[src/common/ulcs_pkg.sv]
// Summary of operation
// - Ident bit 0 low while interrupt pending
// - Ident bits 2:1 encode top pending type
// - Ident bit 3 marks FIFO timeout only
// - Ident bits 5:4 zero, 7:6 follow FIFO
// - Format bits 1:0 set data bits
// - Bit 2 sets transmit stop bits and receive timeout length
// - Bit 3 adds and checks parity bit
// - Bit 4 selects even, else odd
// - Bit 5 forces parity to inverse bit 4
// - Bit 6 holds serial output low
// - Bit 7 steers accesses to divisor bytes
// - Data ready set on receive, cleared by read
// - Overrun set on overwrite or full FIFO
// - Parity error per character, cleared by status read
// - Framing error on low first stop bit
// - Break seen after full low character
// - Line errors raise top priority interrupt
// - Holding empty set on transfer, cleared by write
// - Holding empty interrupt cleared by ident read
// - Transmitter empty when holding and shifter empty
// - FIFO error bit while errored characters remain
// - Priority: line, data/timeout, holding
package ulcs_pkg;
    localparam int ADR_W = 3;
    localparam logic [2:0] ADR_DATA = 3'h0;
    localparam logic [2:0] ADR_IER = 3'h1;
    localparam logic [2:0] ADR_IIR = 3'h2;
    localparam logic [2:0] ADR_LCR = 3'h3;
    localparam logic [2:0] ADR_LSR = 3'h5;
    localparam int LCR_STB = 2;
    localparam int LCR_PEN = 3;
    localparam int LCR_EPS = 4;
    localparam int LCR_STICK = 5;
    localparam int LCR_BRK = 6;
    localparam int LCR_DIVISOR_ACCESS_SELECT = 7;
    localparam int IER_RDA = 0;
    localparam int IER_HOLDING_EMPTY = 1;
    localparam int IER_RLS = 2;
    localparam int FCR_EN = 0;
    localparam int FCR_RXCLR = 1;
    localparam int FCR_TXCLR = 2;
    localparam logic [3:0] IIR_NONE = 4'h1;
    localparam logic [3:0] IIR_RLS = 4'h6;
    localparam logic [3:0] IIR_RDA = 4'h4;
    localparam logic [3:0] IIR_TO = 4'hC;
    localparam logic [3:0] IIR_HOLDING_EMPTY = 4'h2;
    localparam logic [7:0] LCR_RST = 8'h00;
    localparam logic [15:0] DIV_RST = 16'h0001;
    localparam logic [3:0] OVS_MID = 4'h7;
    localparam logic [3:0] OVS_LAST = 4'hF;
    localparam logic [5:0] STOP_1 = 6'h0F;
    localparam logic [5:0] STOP_15 = 6'h17;
    localparam logic [5:0] STOP_2 = 6'h1F;
    localparam int FIFO_D = 16;
    localparam logic [4:0] FIFO_FULL = 5'h10;
    localparam logic [4:0] TRIG_L0 = 5'h01;
    localparam logic [4:0] TRIG_L1 = 5'h04;
    localparam logic [4:0] TRIG_L2 = 5'h08;
    localparam logic [4:0] TRIG_L3 = 5'h0E;
    typedef enum logic [2:0] {TX_IDLE, TX_START, TX_DATA, TX_PAR, TX_STOP} ulcs_tx_st_t;
    typedef enum logic [2:0] {RX_IDLE, RX_START, RX_DATA, RX_PAR, RX_STOP, RX_BRK} ulcs_rx_st_t;
endpackage

[src/design/ulcs_tx.sv]
`timescale 1ns/10ps
`default_nettype none
module ulcs_tx (
    input wire logic clk,
    input wire logic rst_n,
    input wire logic tick,
    input wire logic load,
    input wire logic [7:0] data,
    input wire logic [1:0] wlen,
    input wire logic stop2,
    input wire logic pen,
    input wire logic eps,
    input wire logic stick,
    output logic busy,
    output logic line
);
    import ulcs_pkg::*;
    ulcs_tx_st_t st_q, st_d;
    logic [7:0] sh_q, sh_d;
    logic [5:0] ct_q, ct_d;
    logic [2:0] bit_q, bit_d;
    logic line_q, line_d;
    logic par_q, par_d;
    logic [7:0] dm;
    logic [5:0] last;

    assign dm = data & (8'hFF >> (3'h3 - {1'b0, wlen}));
    // Half stop bit only exists for five-bit characters
    assign last = (st_q != TX_STOP) ? {2'b00, OVS_LAST} :
                  (!stop2 ? STOP_1 : (wlen == 2'b00 ? STOP_15 : STOP_2));
    assign busy = (st_q != TX_IDLE);
    assign line = line_q;

    always_comb begin
        st_d = st_q;
        sh_d = sh_q;
        ct_d = ct_q;
        bit_d = bit_q;
        line_d = line_q;
        par_d = par_q;
        case (st_q)
            TX_IDLE: begin
                if (load) begin
                    sh_d = dm;
                    par_d = stick ? !eps : (eps ? ^dm : !(^dm));
                    st_d = TX_START;
                    ct_d = '0;
                    bit_d = '0;
                    line_d = 1'b0;
                end
            end
            default: begin
                if (tick) begin
                    ct_d = ct_q + 6'h01;
                    if (ct_q == last) begin
                        ct_d = '0;
                        case (st_q)
                            TX_START: begin
                                st_d = TX_DATA;
                                line_d = sh_q[0];
                            end
                            TX_DATA: begin
                                sh_d = sh_q >> 1;
                                bit_d = bit_q + 3'h1;
                                line_d = sh_q[1];
                                if (bit_q == {1'b1, wlen}) begin
                                    st_d = pen ? TX_PAR : TX_STOP;
                                    line_d = pen ? par_q : 1'b1;
                                end
                            end
                            TX_PAR: begin
                                st_d = TX_STOP;
                                line_d = 1'b1;
                            end
                            default: st_d = TX_IDLE;
                        endcase
                    end
                end
            end
        endcase
    end

    always_ff @(posedge clk) begin
        if (!rst_n) begin
            st_q <= TX_IDLE;
            sh_q <= '0;
            ct_q <= '0;
            bit_q <= '0;
            line_q <= 1'b1;
            par_q <= 1'b0;
        end else begin
            st_q <= st_d;
            sh_q <= sh_d;
            ct_q <= ct_d;
            bit_q <= bit_d;
            line_q <= line_d;
            par_q <= par_d;
        end
    end
endmodule
`default_nettype wire

[src/design/ulcs_top.sv]
`timescale 1ns/10ps
`default_nettype none
module ulcs_top (
    input wire logic clk,
    input wire logic rst_n,
    input wire logic [ulcs_pkg::ADR_W-1:0] addr,
    input wire logic [7:0] wr_data,
    input wire logic wr_stb,
    input wire logic rd_stb,
    output logic [7:0] rd_data,
    input wire logic serial_in,
    output logic serial_out,
    output logic irq_out
);
    import ulcs_pkg::*;

    logic [7:0] lcr_q, lcr_d;
    logic [3:0] ier_q, ier_d;
    logic [7:0] dll_q, dll_d;
    logic [7:0] dlh_q, dlh_d;
    logic fen_q, fen_d;
    logic [1:0] trig_q, trig_d;
    logic [15:0] dct_q, dct_d;
    logic tick;
    logic divisor_access_select, wr_thr, wr_dll, wr_dlh, wr_ier, wr_fcr, wr_lcr;
    logic rd_rbr, rd_iir, rd_lsr;
    logic [1:0] wlen;
    logic pen, eps, stick, stop2;

    assign divisor_access_select = lcr_q[LCR_DIVISOR_ACCESS_SELECT];
    assign wlen = lcr_q[1:0];
    assign stop2 = lcr_q[LCR_STB];
    assign pen = lcr_q[LCR_PEN];
    assign eps = lcr_q[LCR_EPS];
    assign stick = lcr_q[LCR_STICK];
    // Divisor latch shares offsets with data and enable registers
    assign wr_thr = wr_stb && addr == ADR_DATA && !divisor_access_select;
    assign wr_dll = wr_stb && addr == ADR_DATA && divisor_access_select;
    assign wr_ier = wr_stb && addr == ADR_IER && !divisor_access_select;
    assign wr_dlh = wr_stb && addr == ADR_IER && divisor_access_select;
    assign wr_fcr = wr_stb && addr == ADR_IIR;
    assign wr_lcr = wr_stb && addr == ADR_LCR;
    assign rd_rbr = rd_stb && addr == ADR_DATA && !divisor_access_select;
    assign rd_iir = rd_stb && addr == ADR_IIR;
    assign rd_lsr = rd_stb && addr == ADR_LSR;

    // Control registers
    always_comb begin
        lcr_d = wr_lcr ? wr_data : lcr_q;
        ier_d = wr_ier ? wr_data[3:0] : ier_q;
        dll_d = wr_dll ? wr_data : dll_q;
        dlh_d = wr_dlh ? wr_data : dlh_q;
        fen_d = wr_fcr ? wr_data[FCR_EN] : fen_q;
        trig_d = wr_fcr ? wr_data[7:6] : trig_q;
    end

    always_ff @(posedge clk) begin
        if (!rst_n) begin
            lcr_q <= LCR_RST;
            ier_q <= '0;
            dll_q <= DIV_RST[7:0];
            dlh_q <= DIV_RST[15:8];
            fen_q <= 1'b0;
            trig_q <= '0;
        end else begin
            lcr_q <= lcr_d;
            ier_q <= ier_d;
            dll_q <= dll_d;
            dlh_q <= dlh_d;
            fen_q <= fen_d;
            trig_q <= trig_d;
        end
    end

    // 16x bit-rate enable; a divisor write reloads at once
    assign tick = (dct_q == 16'h0001);
    always_comb begin
        dct_d = dct_q - 16'h0001;
        if (wr_dll || wr_dlh || tick || dct_q == 16'h0000) begin
            dct_d = {dlh_d, dll_d};
        end
    end

    always_ff @(posedge clk) begin
        if (!rst_n) begin
            dct_q <= DIV_RST;
        end else begin
            dct_q <= dct_d;
        end
    end

    // Receiver
    ulcs_rx_st_t rx_st_q, rx_st_d;
    logic [3:0] rx_ct_q, rx_ct_d;
    logic [2:0] rx_bit_q, rx_bit_d;
    logic [7:0] rx_sh_q, rx_sh_d;
    logic rx_par_q, rx_par_d, rx_zero_q, rx_zero_d, rx_pe_q, rx_pe_d;
    logic rx_push;
    logic [10:0] rx_word;

    always_comb begin
        rx_st_d = rx_st_q;
        rx_ct_d = rx_ct_q;
        rx_bit_d = rx_bit_q;
        rx_sh_d = rx_sh_q;
        rx_par_d = rx_par_q;
        rx_zero_d = rx_zero_q;
        rx_pe_d = rx_pe_q;
        rx_push = 1'b0;
        rx_word = '0;
        if (tick) begin
            rx_ct_d = rx_ct_q + 4'h1;
            case (rx_st_q)
                RX_IDLE: begin
                    rx_ct_d = '0;
                    if (!serial_in) begin
                        rx_st_d = RX_START;
                    end
                end
                RX_START: if (rx_ct_q == OVS_MID) begin
                    // High at mid start bit is a false start
                    rx_ct_d = '0;
                    rx_bit_d = '0;
                    rx_par_d = 1'b0;
                    rx_pe_d = 1'b0;
                    rx_zero_d = 1'b1;
                    rx_st_d = serial_in ? RX_IDLE : RX_DATA;
                end
                RX_DATA: if (rx_ct_q == OVS_LAST) begin
                    rx_sh_d = {serial_in, rx_sh_q[7:1]};
                    rx_par_d = rx_par_q ^ serial_in;
                    rx_zero_d = rx_zero_q & !serial_in;
                    rx_bit_d = rx_bit_q + 3'h1;
                    if (rx_bit_q == {1'b1, wlen}) begin
                        rx_st_d = pen ? RX_PAR : RX_STOP;
                    end
                end
                RX_PAR: if (rx_ct_q == OVS_LAST) begin
                    rx_pe_d = stick ? (serial_in == eps) :
                              (eps ? rx_par_q ^ serial_in : !(rx_par_q ^ serial_in));
                    rx_zero_d = rx_zero_q & !serial_in;
                    rx_st_d = RX_STOP;
                end
                RX_STOP: if (rx_ct_q == OVS_LAST) begin
                    // Only the first stop bit is looked at
                    rx_push = 1'b1;
                    rx_word = {rx_zero_q & !serial_in, !serial_in, rx_pe_q,
                               rx_sh_q >> (3'h3 - {1'b0, wlen})};
                    rx_st_d = (rx_zero_q && !serial_in) ? RX_BRK : RX_IDLE;
                end
                RX_BRK: begin
                    if (serial_in) begin
                        rx_st_d = RX_IDLE;
                    end
                end
                default: rx_st_d = RX_IDLE;
            endcase
        end
    end

    always_ff @(posedge clk) begin
        if (!rst_n) begin
            rx_st_q <= RX_IDLE;
            rx_ct_q <= '0;
            rx_bit_q <= '0;
            rx_sh_q <= '0;
            rx_par_q <= 1'b0;
            rx_zero_q <= 1'b0;
            rx_pe_q <= 1'b0;
        end else begin
            rx_st_q <= rx_st_d;
            rx_ct_q <= rx_ct_d;
            rx_bit_q <= rx_bit_d;
            rx_sh_q <= rx_sh_d;
            rx_par_q <= rx_par_d;
            rx_zero_q <= rx_zero_d;
            rx_pe_q <= rx_pe_d;
        end
    end

    // Receive buffer: one slot without FIFO mode, sixteen with it
    logic [10:0] rx_mem [FIFO_D];
    logic [3:0] rx_rd_q, rx_rd_d, rx_wr_q, rx_wr_d, rx_wa;
    logic [4:0] rx_cnt_q, rx_cnt_d, trig_lvl;
    logic oe_q, oe_d, rx_we, rx_pop, ovw, drop, rx_flush;
    logic [2:0] err_q, err_d, head_err;
    logic [9:0] to_q, to_d, to_lim;
    logic [3:0] chr_bits;
    logic [15:0] ent_err;
    logic err_any, to_hit;

    for (genvar gi = 0; gi < FIFO_D; gi++) begin : g_err
        logic [3:0] ofs;
        assign ofs = 4'(gi) - rx_rd_q;
        assign ent_err[gi] = ({1'b0, ofs} < rx_cnt_q) && (|rx_mem[gi][10:8]);
    end
    assign err_any = |ent_err;

    // Timer counts four character times, second stop bit included
    assign chr_bits = 4'h7 + {2'b00, wlen} + {3'b000, pen} + {3'b000, stop2};
    assign to_lim = {chr_bits, 6'h00};
    assign to_hit = (to_q == to_lim) && rx_cnt_q != 5'h00;

    always_comb begin
        case (trig_q)
            2'b00: trig_lvl = TRIG_L0;
            2'b01: trig_lvl = TRIG_L1;
            2'b10: trig_lvl = TRIG_L2;
            default: trig_lvl = TRIG_L3;
        endcase
    end

    always_comb begin
        rx_flush = wr_fcr && (wr_data[FCR_EN] != fen_q || wr_data[FCR_RXCLR]);
        rx_pop = rd_rbr && rx_cnt_q != 5'h00;
        ovw = rx_push && !fen_q && rx_cnt_q != 5'h00 && !rx_pop;
        drop = rx_push && fen_q && rx_cnt_q == FIFO_FULL && !rx_pop;
        rx_we = rx_push && !drop;
        rx_wa = ovw ? rx_rd_q : rx_wr_q;
        rx_rd_d = rx_rd_q + {3'b000, rx_pop};
        rx_wr_d = rx_wr_q + {3'b000, rx_we && !ovw};
        rx_cnt_d = rx_cnt_q + {4'h0, rx_we && !ovw} - {4'h0, rx_pop};
        // Error bits follow their character to the head
        head_err = 3'b000;
        if (rx_we && (rx_cnt_q == 5'h00 || ovw || (rx_pop && rx_cnt_q == 5'h01))) begin
            head_err = rx_word[10:8];
        end else if (rx_pop && rx_cnt_q > 5'h01) begin
            head_err = rx_mem[rx_rd_q + 4'h1][10:8];
        end
        // A new event in a status read cycle survives the clear
        oe_d = (rd_lsr ? 1'b0 : oe_q) | ovw | drop;
        err_d = (rd_lsr ? 3'b000 : err_q) | head_err;
        to_d = to_q;
        if (rx_push || rx_pop || rx_cnt_q == 5'h00 || !fen_q) begin
            to_d = '0;
        end else if (tick && to_q != to_lim) begin
            to_d = to_q + 10'h001;
        end
        if (rx_flush) begin
            rx_rd_d = '0;
            rx_wr_d = '0;
            rx_cnt_d = '0;
            err_d = '0;
        end
    end

    always_ff @(posedge clk) begin
        if (rx_we) begin
            rx_mem[rx_wa] <= rx_word;
        end
    end

    always_ff @(posedge clk) begin
        if (!rst_n) begin
            rx_rd_q <= '0;
            rx_wr_q <= '0;
            rx_cnt_q <= '0;
            oe_q <= 1'b0;
            err_q <= '0;
            to_q <= '0;
        end else begin
            rx_rd_q <= rx_rd_d;
            rx_wr_q <= rx_wr_d;
            rx_cnt_q <= rx_cnt_d;
            oe_q <= oe_d;
            err_q <= err_d;
            to_q <= to_d;
        end
    end

    // Transmit holding: one slot without FIFO mode, sixteen with it
    logic [7:0] tx_mem [FIFO_D];
    logic [3:0] tx_rd_q, tx_rd_d, tx_wr_q, tx_wr_d;
    logic [4:0] tx_cnt_q, tx_cnt_d;
    logic holding_empty_q, holding_empty_d, tx_we, tx_load, tx_busy, tx_line, tx_flush;
    logic holding_empty_set, holding_empty_clr, hold_empty, tx_empty;
    logic [3:0] iir_code;

    assign hold_empty = (tx_cnt_q == 5'h00);
    assign tx_empty = hold_empty && !tx_busy;

    always_comb begin
        tx_flush = wr_fcr && (wr_data[FCR_EN] != fen_q || wr_data[FCR_TXCLR]);
        // Writes to a full holding stage are dropped
        tx_we = wr_thr && (fen_q ? tx_cnt_q != FIFO_FULL : tx_cnt_q == 5'h00);
        tx_load = !hold_empty && !tx_busy;
        tx_rd_d = tx_rd_q + {3'b000, tx_load};
        tx_wr_d = tx_wr_q + {3'b000, tx_we};
        tx_cnt_d = tx_cnt_q + {4'h0, tx_we} - {4'h0, tx_load};
        if (tx_flush) begin
            tx_rd_d = '0;
            tx_wr_d = '0;
            tx_cnt_d = '0;
        end
        holding_empty_set = (!hold_empty && tx_cnt_d == 5'h00) ||
                   (wr_ier && wr_data[IER_HOLDING_EMPTY] && !ier_q[IER_HOLDING_EMPTY] && hold_empty);
        holding_empty_clr = wr_thr || (rd_iir && iir_code == IIR_HOLDING_EMPTY);
        holding_empty_d = (holding_empty_clr ? 1'b0 : holding_empty_q) | holding_empty_set;
    end

    always_ff @(posedge clk) begin
        if (tx_we) begin
            tx_mem[tx_wr_q] <= wr_data;
        end
    end

    always_ff @(posedge clk) begin
        if (!rst_n) begin
            tx_rd_q <= '0;
            tx_wr_q <= '0;
            tx_cnt_q <= '0;
            holding_empty_q <= 1'b0;
        end else begin
            tx_rd_q <= tx_rd_d;
            tx_wr_q <= tx_wr_d;
            tx_cnt_q <= tx_cnt_d;
            holding_empty_q <= holding_empty_d;
        end
    end

    ulcs_tx u_tx (
        .clk(clk),
        .rst_n(rst_n),
        .tick(tick),
        .load(tx_load),
        .data(tx_mem[tx_rd_q]),
        .wlen(wlen),
        .stop2(stop2),
        .pen(pen),
        .eps(eps),
        .stick(stick),
        .busy(tx_busy),
        .line(tx_line)
    );

    // Interrupt identification and read port
    logic [7:0] interrupt_ident, line_status, rd_q, rd_d;
    logic sout_q, sout_d, irq_q, irq_d, rls_src;

    assign rls_src = oe_q || (|err_q);
    always_comb begin
        if (ier_q[IER_RLS] && rls_src) begin
            iir_code = IIR_RLS;
        end else if (ier_q[IER_RDA] && (fen_q ? rx_cnt_q >= trig_lvl : rx_cnt_q != 5'h00)) begin
            iir_code = IIR_RDA;
        end else if (ier_q[IER_RDA] && fen_q && to_hit) begin
            iir_code = IIR_TO;
        end else if (ier_q[IER_HOLDING_EMPTY] && holding_empty_q) begin
            iir_code = IIR_HOLDING_EMPTY;
        end else begin
            iir_code = IIR_NONE;
        end
    end
    assign interrupt_ident = {{2{fen_q}}, 2'b00, iir_code};
    assign line_status = {fen_q && err_any, tx_empty, hold_empty, err_q, oe_q,
                  rx_cnt_q != 5'h00};

    always_comb begin
        rd_d = 8'h00;
        if (rd_stb) begin
            case (addr)
                ADR_DATA: rd_d = divisor_access_select ? dll_q : rx_mem[rx_rd_q][7:0];
                ADR_IER: rd_d = divisor_access_select ? dlh_q : {4'h0, ier_q};
                ADR_IIR: rd_d = interrupt_ident;
                ADR_LCR: rd_d = lcr_q;
                ADR_LSR: rd_d = line_status;
                default: rd_d = 8'h00;
            endcase
        end
        sout_d = lcr_q[LCR_BRK] ? 1'b0 : tx_line;
        irq_d = (iir_code != IIR_NONE);
    end

    always_ff @(posedge clk) begin
        if (!rst_n) begin
            rd_q <= '0;
            sout_q <= 1'b1;
            irq_q <= 1'b0;
        end else begin
            rd_q <= rd_d;
            sout_q <= sout_d;
            irq_q <= irq_d;
        end
    end
    assign rd_data = rd_q;
    assign serial_out = sout_q;
    assign irq_out = irq_q;
endmodule
`default_nettype wire

[config.mk]
export PLATFORM = sky130hd
export DESIGN_NAME = ulcs_top
export DESIGN_NICKNAME = d
export VERILOG_FILES = /design/src/common/ulcs_pkg.sv /design/src/design/ulcs_tx.sv /design/src/design/ulcs_top.sv
export SDC_FILE = /design/constraint.sdc
export NUM_CORES = 1
export LEC_CHECK = 0
export ABC_AREA = 1
export BUFFER_PORTS_ARGS = -buffer_cell sky130_fd_sc_hd__buf_4
export CAP_MARGIN = 10
export CORE_MARGIN = 8
export CORE_UTILIZATION = 50
export CTS_CLUSTER_DIAMETER = 60
export DETAILED_ROUTE_END_ITERATION = 7
export PLACE_DENSITY = 0.66
export SETUP_SLACK_MARGIN = 0.5
export SYNTH_ARGS = -nofsm -noshare
export SYNTH_HDL_FRONTEND = slang
export SYNTH_SLANG_ARGS = --single-unit
[constraint.sdc]
create_clock -name clk -period 4.6 [get_ports clk]
set_clock_uncertainty 0.15 [all_clocks]
set_input_delay 0 -clock clk [delete_from_list [all_inputs] [get_ports clk]]
set_output_delay 0 -clock clk [all_outputs]
set_load 0.03 [all_outputs]
==> impl_metrics.env, run 1 <==
export IMPL_run_status="complete, no violations"
export IMPL_cts_tree="yes"
export IMPL_min_period_ps=3850
export IMPL_rsz0062_at_grt="no"
export IMPL_synth_fp_nets=2337
export IMPL_wl_per_cell_um=19.1
export IMPL_die_w_um=221
export IMPL_ant_nets=0
export IMPL_cp_cell_sequence="inv_1, ha_1, inv_1, ha_1, inv_1, fa_1, nor2_1, nor4_1, nand3_1, or2_2, nand3_1, nor2_1, nand2_1, a31oi_1, dlygate4sd3_1"
export IMPL_synth_seq_area_share=0.571
export IMPL_critPathSlowestCell="dlygate4sd3_1"
export IMPL_min_path_cells=4
export IMPL_fmax_mhz=260
export IMPL_grt_pass1_wl_mm=86.0
export IMPL_vias=16000
export IMPL_num_antenna_cells=0
export IMPL_die_area_um2=48700
export IMPL_min_to="rx_sh_q[7]$_SDFFE_PN0P_"
export IMPL_layout_nets=2380
export IMPL_r2r_slack_ps=750
export IMPL_core_area_um2=41700
export IMPL_leakagePower_nw=9.13
export IMPL_syn_inst=2244
export IMPL_clk_path_buf_depth=3
export IMPL_synth_most_common_cell="nand2_1"
export IMPL_start_util=0.503
export IMPL_fin_util=0.560
export IMPL_drive_gt1_frac=0.0745
export IMPL_critPathRequiredTime_ps=4900
export IMPL_yosysWarnings=0
export IMPL_syn2layout_area_growth_pct=11.4
export IMPL_async_flop_share=0
export IMPL_whs_ps=222
export IMPL_slew_violations=0
export IMPL_pwr_density_cell_nw_per_um2=457
export IMPL_insertion_delay_ps=580
export IMPL_port_buffers=25
export IMPL_drcViolationCount=0
export IMPL_synth_edf_count=304
export IMPL_clk_pin_slew_ps=60
export IMPL_rows=75
export IMPL_cts_max_level=2
export IMPL_start_kind="flop"
export IMPL_synth_commonest_cells="437 x nand2_1, 304 x edfxtp_1, 253 x inv_1"
export IMPL_reg2regPathDepth=15
export IMPL_worst_path_largest_cell_delay_ps=570
export IMPL_synth_distinct_cells=60
export IMPL_die_h_um=221
export IMPL_critical_path_arrival_ps=4150
export IMPL_tritoncts_num_buffers=47
export IMPL_hold_class="in2reg"
export IMPL_synth_area_leader_cell="edfxtp_1"
export IMPL_drt_iter0_drc=1525
export IMPL_nFillCells=3707
export IMPL_tightest_slew_ps=1210
export IMPL_worst_path_max_fanout=6
export IMPL_gp_congestion=0.947
export IMPL_hold_viol=0
export IMPL_cts_setup_buffers=0
export IMPL_holdCritStartpoint="serial_in"
export IMPL_clock_sinks=445
export IMPL_finalCritPeriodShare=0.836
export IMPL_synth_flop_cell="edfxtp_1"
export IMPL_overflow=0
export IMPL_netlist_area_leader_share=0.436
export IMPL_drv_cap=0
export IMPL_grt_max_degree=92
export IMPL_finalWirelength_mm=54.6
export IMPL_gr_usage_all_layers=0.227
export IMPL_relSlewSlack=0.192
export IMPL_grt_pass1_vias=15500
export IMPL_synth_area_um2=20900
export IMPL_vdd_ir_drop_max_v=0.000364
export IMPL_setup_worst_path_end_class="flop"
export IMPL_antenna_found_initial=0
export IMPL_rr_startpoint="lcr_q[3]$_SDFFE_PN0P_"
export IMPL_yosys_top_cells_area="edfxtp_1 44%, dfxtp_1 13%, nand2_1 7.8%, inv_1 4.5%, ha_1 4.4%"
export IMPL_viasPerCell=5.60
export IMPL_clock_root_buffer="clkbuf_16"
export IMPL_synth_seq_cells=445
export IMPL_ios=26
export IMPL_crit_type="reg2reg"
export IMPL_r2r_end="rd_data[0]$_SDFF_PN0_"
export IMPL_post_dp_hpwl_mm=36.1
export IMPL_first_pass_iters=8
export IMPL_tns_ps=0
export IMPL_syn_avg_cell_area_um2=9.33
export IMPL_final_setup_viol_count=0
export IMPL_cp_common_cell="inv_1"
==> area by class of cell <==
| type | count | area [µm²] | area share |
|---|---|---|---|
| inverter | 264 | 992 | 0.0425 |
| tap | 539 | 674 | 0.0289 |
| multi-input combinational | 1453 | 7680 | 0.329 |
| clock buffer | 64 | 1290 | 0.0553 |
| clock inverter | 20 | 111 | 0.00477 |
| timing repair buffer | 76 | 621 | 0.0266 |
| sequential | 445 | 12000 | 0.513 |
==> per-layer routing <==
metal  track usage  wire, µm
met3        0.0344      3400
met1         0.306     23800
met4        0.0760      1670
met2         0.372     25700
met5             0         0
==> worst max-delay path: cells and delay by family (launching register included) <==
kind                     cells  cell delay [ps]
AO/OA/AOI/OAI                1               80
flip-flops                   1              410
AND/OR/NAND/NOR              7             1240
buffers and inverters        4              870
adder cells (fa/ha/maj)      3              980
==> stage by stage <==
step | cells | area (µm²) | setup slack (ps) | power, mW
after CTS | 2861 | 23300 | 773 | 10.7
after global placement | 2757 | 21700 | 971 | 7.12
final | 2861 | 23300 | 754 | 10.6
after floorplan | 2244 | 20900 | 1390 | 6.56
after detailed placement | 2757 | 21700 | 901 | 7.17
after global routing | 2861 | 23300 | 524 | 11.2
==> how the worst max path moves through the flow <==
stage                           start                      to  cells past startpoint
5_1_grt          dct_q[12]$_SDFF_PN0_  rx_cnt_q[4]$_SDFF_PP0_                     20
2_1_floorplan  rx_cnt_q[3]$_SDFF_PP0_  rx_cnt_q[4]$_SDFF_PP0_                     21
4_1_cts         lcr_q[3]$_SDFFE_PN0P_   rd_data[0]$_SDFF_PN0_                     15
6_report        lcr_q[3]$_SDFFE_PN0P_   rd_data[0]$_SDFF_PN0_                     15
3_3_place_gp   rx_cnt_q[3]$_SDFF_PP0_  rx_cnt_q[4]$_SDFF_PP0_                     21
3_5_place_dp     dct_q[12]$_SDFF_PN0_  rx_cnt_q[4]$_SDFF_PP0_                     20
==> cells by family after synthesis <==
group                      Yosys count  synth area share
DFF                                445             0.571
xor gates and xnor gates            36            0.0151
adders and majority gates           77            0.0471
muxes                                4           0.00191
and+or+nand+nor                    880             0.177
buffers and inverters              346            0.0637
AOI/OAI and AO/OA                  456             0.125
==> placed cells by master (no fill, tap or decap), drive strengths merged, types with 14 or more instances in the layout <==
cell type and count:
a21oi 147, xor2 22, nor2 250, o21ai 185
dfxtp 141, edfxtp 304, clkbuf 64, nor3 23
o32ai 16, ha 74, dlygate4sd3 20, clkinv 18
buf 56, xnor2 14, nand2 439, inv 264
o22ai 35, nand3 135
==> power breakdown <==
group / leakage [nW] / switching [mW] / internal, mW / total [mW]
clock: 0.685 / 1.55 / 1.96 / 3.52
sequential: 4.02 / 0.124 / 4.40 / 4.53
combinational: 4.42 / 1.75 / 0.858 / 2.61
==> flip-flops by register name, indices dropped and copies added, names as in the netlist, 3 cells and up <==
register and cells:
u_tx.ct_q 6, to_q 10, rx_sh_q 8, rx_rd_q 4, u_tx.st_q 3, rx_bit_q 3, dll_q 8, lcr_q 8
err_q 3, rx_cnt_q 5, dlh_q 8, rx_st_q 3, tx_cnt_q 5, dct_q 16, rx_mem 176, u_tx.sh_q 8
rx_wr_q 4, tx_rd_q 4, tx_wr_q 4, u_tx.bit_q 3, rd_data 8, tx_mem 128, rx_ct_q 4, ier_q 4
==> repair_timing <==
action / in CTS / in global routing
hold buffers: 20 / 0
hold endpoints to repair: 234 / 0
resized for setup: 0 / 0
Note: power is estimated with default switching activity, not from simulation.
==> run 2, diff against run 1 <==
- ABC_AREA: 1 -> 0
- PLACE_DENSITY: 0.66 -> 0.68
- clock period: 4.6 -> 3.1 ns (I/O delays scaled with it)
==> impl_metrics.env, run 2 <==
export IMPL_run_status="finished, violations left"
export IMPL_violations="setup timing"
export IMPL_leakagePower_nw=9.07
export IMPL_cts_tree="yes"
export IMPL_instances_no_fill=2311
export IMPL_final_cell_mix="304 x edfxtp_1, 153 x buf_4, 136 x nor2_1"
export IMPL_tritoncts_num_buffers=45
export IMPL_r2r_slack_ps=-860
export IMPL_min_period_ps=3960
export IMPL_power_internal_mw=11.8
export IMPL_gp_congestion=0.879
export IMPL_fmax_mhz=253
export IMPL_critPathRequiredTime_ps=3290
export IMPL_synth_distinct_cells=74
export IMPL_reg_largest_list="rx_mem: 176 flops, tx_mem: 128 flops, dct_q: 16 flops"
export IMPL_synth_area_leader_cell="edfxtp_1"
export IMPL_clock_root_buffer="clkbuf_16"
export IMPL_yosysWarnings=0
export IMPL_power_switching_mw=4.84
export IMPL_async_flop_share=0
export IMPL_reg2regPathDepth=14
export IMPL_finalWirelength_mm=52.5
export IMPL_rsz0062_at_grt="yes"
export IMPL_synth_fp_nets=1619
export IMPL_post_dp_hpwl_mm=34.6
export IMPL_rows=73
export IMPL_min_to="rd_data[7]$_SDFF_PN0_"
export IMPL_gr_usage_all_layers=0.216
export IMPL_synth_seq_cells=445
export IMPL_drcViolationCount=0
export IMPL_power_frac_seq=0.399
export IMPL_switching_share=0.290
export IMPL_setup_worst_path_end_class="flop"
export IMPL_tns_ps=-135240
export IMPL_holdCritStartpoint="addr[2]"
export IMPL_die_area_um2=47000
export IMPL_final_common_cell="edfxtp_1"
export IMPL_synth_area_um2=20100
export IMPL_synth_seq_area_share=0.593
export IMPL_die_w_um=217
export IMPL_synth_most_common_cell="edfxtp_1"
export IMPL_crit_type="reg2reg"
export IMPL_netlist_area_leader_share=0.453
export IMPL_hold_class="in2reg"
export IMPL_cts_max_level=2
export IMPL_final_area_um2=25600
export IMPL_synth_flop_cell="edfxtp_1"
export IMPL_ios=26
export IMPL_antenna_found_initial=1
export IMPL_clk_path_buf_depth=3
export IMPL_start_kind="flop"
export IMPL_insertion_delay_ps=590
export IMPL_relSlewSlack=0.374
export IMPL_fin_util=0.644
export IMPL_ant_nets=0
export IMPL_hold_viol=0
export IMPL_drt_iter0_drc=1468
export IMPL_overflow=0
export IMPL_clkPwrFrac=0.329
export IMPL_syn2layout_area_growth_pct=27.1
export IMPL_grt_pass1_wl_mm=79.0
export IMPL_combPwrFrac=0.271
export IMPL_slew_violations=0
export IMPL_synth_commonest_cells="304 x edfxtp_1, 165 x nor2_1, 141 x dfxtp_1"
export IMPL_start_util=0.507
export IMPL_synth_edf_count=304
export IMPL_worst_slack_ps=-855
export IMPL_place_ws_ps=-916
export IMPL_core_area_um2=39700
export IMPL_num_antenna_cells=0
export IMPL_yosys_top_cells_area="edfxtp_1 45%, dfxtp_1 14%, mux4_2 10%, ha_1 4.6%, nor2_1 3.1%"
export IMPL_viasPerCell=5.97
export IMPL_grt_pass1_vias=13600
export IMPL_final_setup_viol_count=186
export IMPL_vdd_ir_drop_max_v=0.000625
export IMPL_worst_path_max_fanout=12
export IMPL_drv_cap=0
export IMPL_dpl_cell_count=2153
export IMPL_layout_nets=1842
export IMPL_syn_inst=1526
export IMPL_die_h_um=217
export IMPL_vias=13800
export IMPL_min_path_cells=5
export IMPL_regMostFlops="rx_mem"
export IMPL_clock_sinks=445
export IMPL_grt_max_degree=52
export IMPL_pwr_density_cell_nw_per_um2=652
export IMPL_rr_startpoint="dct_q[11]$_SDFF_PN0_"
export IMPL_syn_avg_cell_area_um2=13.2
export IMPL_r2r_end="rx_mem[5][7]$_DFFE_PP_"
export IMPL_clk_pin_slew_ps=60
export IMPL_drive_gt1_frac=0.316
export IMPL_largest_register_ffs=176
export IMPL_tightest_slew_ps=938
export IMPL_placed_area_um2=22700
export IMPL_finalCritPeriodShare=1.28
export IMPL_wl_per_cell_um=22.7
export IMPL_critical_path_arrival_ps=4150
export IMPL_port_buffers=25
export IMPL_first_pass_iters=7
==> run 2: changes by cell type in the layout (fill, tap and decap cells not counted), sizes merged, moves of 51 or more <==
cell	delta
nand3	-100
buf	+163
a21oi	-51
mux4	+92
inv	-204
o21ai	-159
nor2	-85
nand2	-335
==> run 2: cell type report <==
type / count / area, µm²
fill: 2843 / 14100
sequential: 445 / 12000
multi-input combinational: 951 / 8600
timing repair buffer: 247 / 2640
clock buffer: 58 / 1230
tap: 525 / 657
clock inverter: 26 / 262
inverter: 59 / 233
==> run 2: power by group through the flow <==
stage	logic, mW	clock network (mW)	registers (mW)
2_1_floorplan	2.62	0	6.77
3_3_place_gp	3.74	0	6.77
3_5_place_dp	3.84	0	6.78
4_1_cts	3.92	5.57	6.65
5_1_grt	4.95	5.79	6.68
6_report	4.53	5.49	6.66
==> run 2: kinds of logic after synthesis <==
kind of cell	synth area share
muxes	0.122
adders and majority gates	0.0489
buffers and inverters	0.0254
and+or+nand+nor	0.107
xor gates and xnor gates	0.0289
DFF	0.593
AOI/OAI and AO/OA	0.0750
==> run 2: timing repair <==
action	in CTS	in global routing
resized for setup	28	124
buffers inserted	16	27
cloned	2	4
endpoints found under the setup margin	424	464
pin swaps	14	74
hold endpoints to repair	245	15
hold buffers	24	2
==> run 2: stage by stage <==
step	power (mW)	hold WS, ps
2_1_floorplan	9.39	-51.1
6_report	16.7	25.4
5_1_grt	17.4	10.1
3_3_place_gp	10.5	222
4_1_cts	16.1	170
3_5_place_dp	10.6	233
==> run 2: how the worst max path moves through the flow <==
stage,cells after the start,endpoint,from
4_1_cts,18,rx_cnt_q[4]$_SDFF_PP0_,dct_q[11]$_SDFF_PN0_
6_report,14,rx_mem[5][7]$_DFFE_PP_,dct_q[11]$_SDFF_PN0_
3_5_place_dp,18,rx_cnt_q[4]$_SDFF_PP0_,dct_q[11]$_SDFF_PN0_
5_1_grt,18,rx_cnt_q[4]$_SDFF_PP0_,dct_q[11]$_SDFF_PN0_
3_3_place_gp,18,rx_cnt_q[4]$_SDFF_PP0_,dct_q[11]$_SDFF_PN0_
2_1_floorplan,19,rx_cnt_q[4]$_SDFF_PP0_,dct_q[11]$_SDFF_PN0_
==> run 2: layer usage <==
metal  up-vias  routed length, µm  global-route usage
met2       573              25400               0.349
met3       124               3650              0.0390
met4         0               1930              0.0812
met5         -                  0                   0
met1      6883              21500               0.291
li1       6216                  -                   -
==> run 2: worst max-delay path, stage by stage, from the launching register on <==
cell and delay, ps:
dfxtp_2 320, or4_4 530, or3_4 360, nor3_4 170, nand3_4 80, or4_4 540
buf_4 170, buf_12 150, nor4_4 270, buf_12 180, nor3b_1 70, a31oi_4 330
nor2_4 80, buf_4 160, buf_12 130
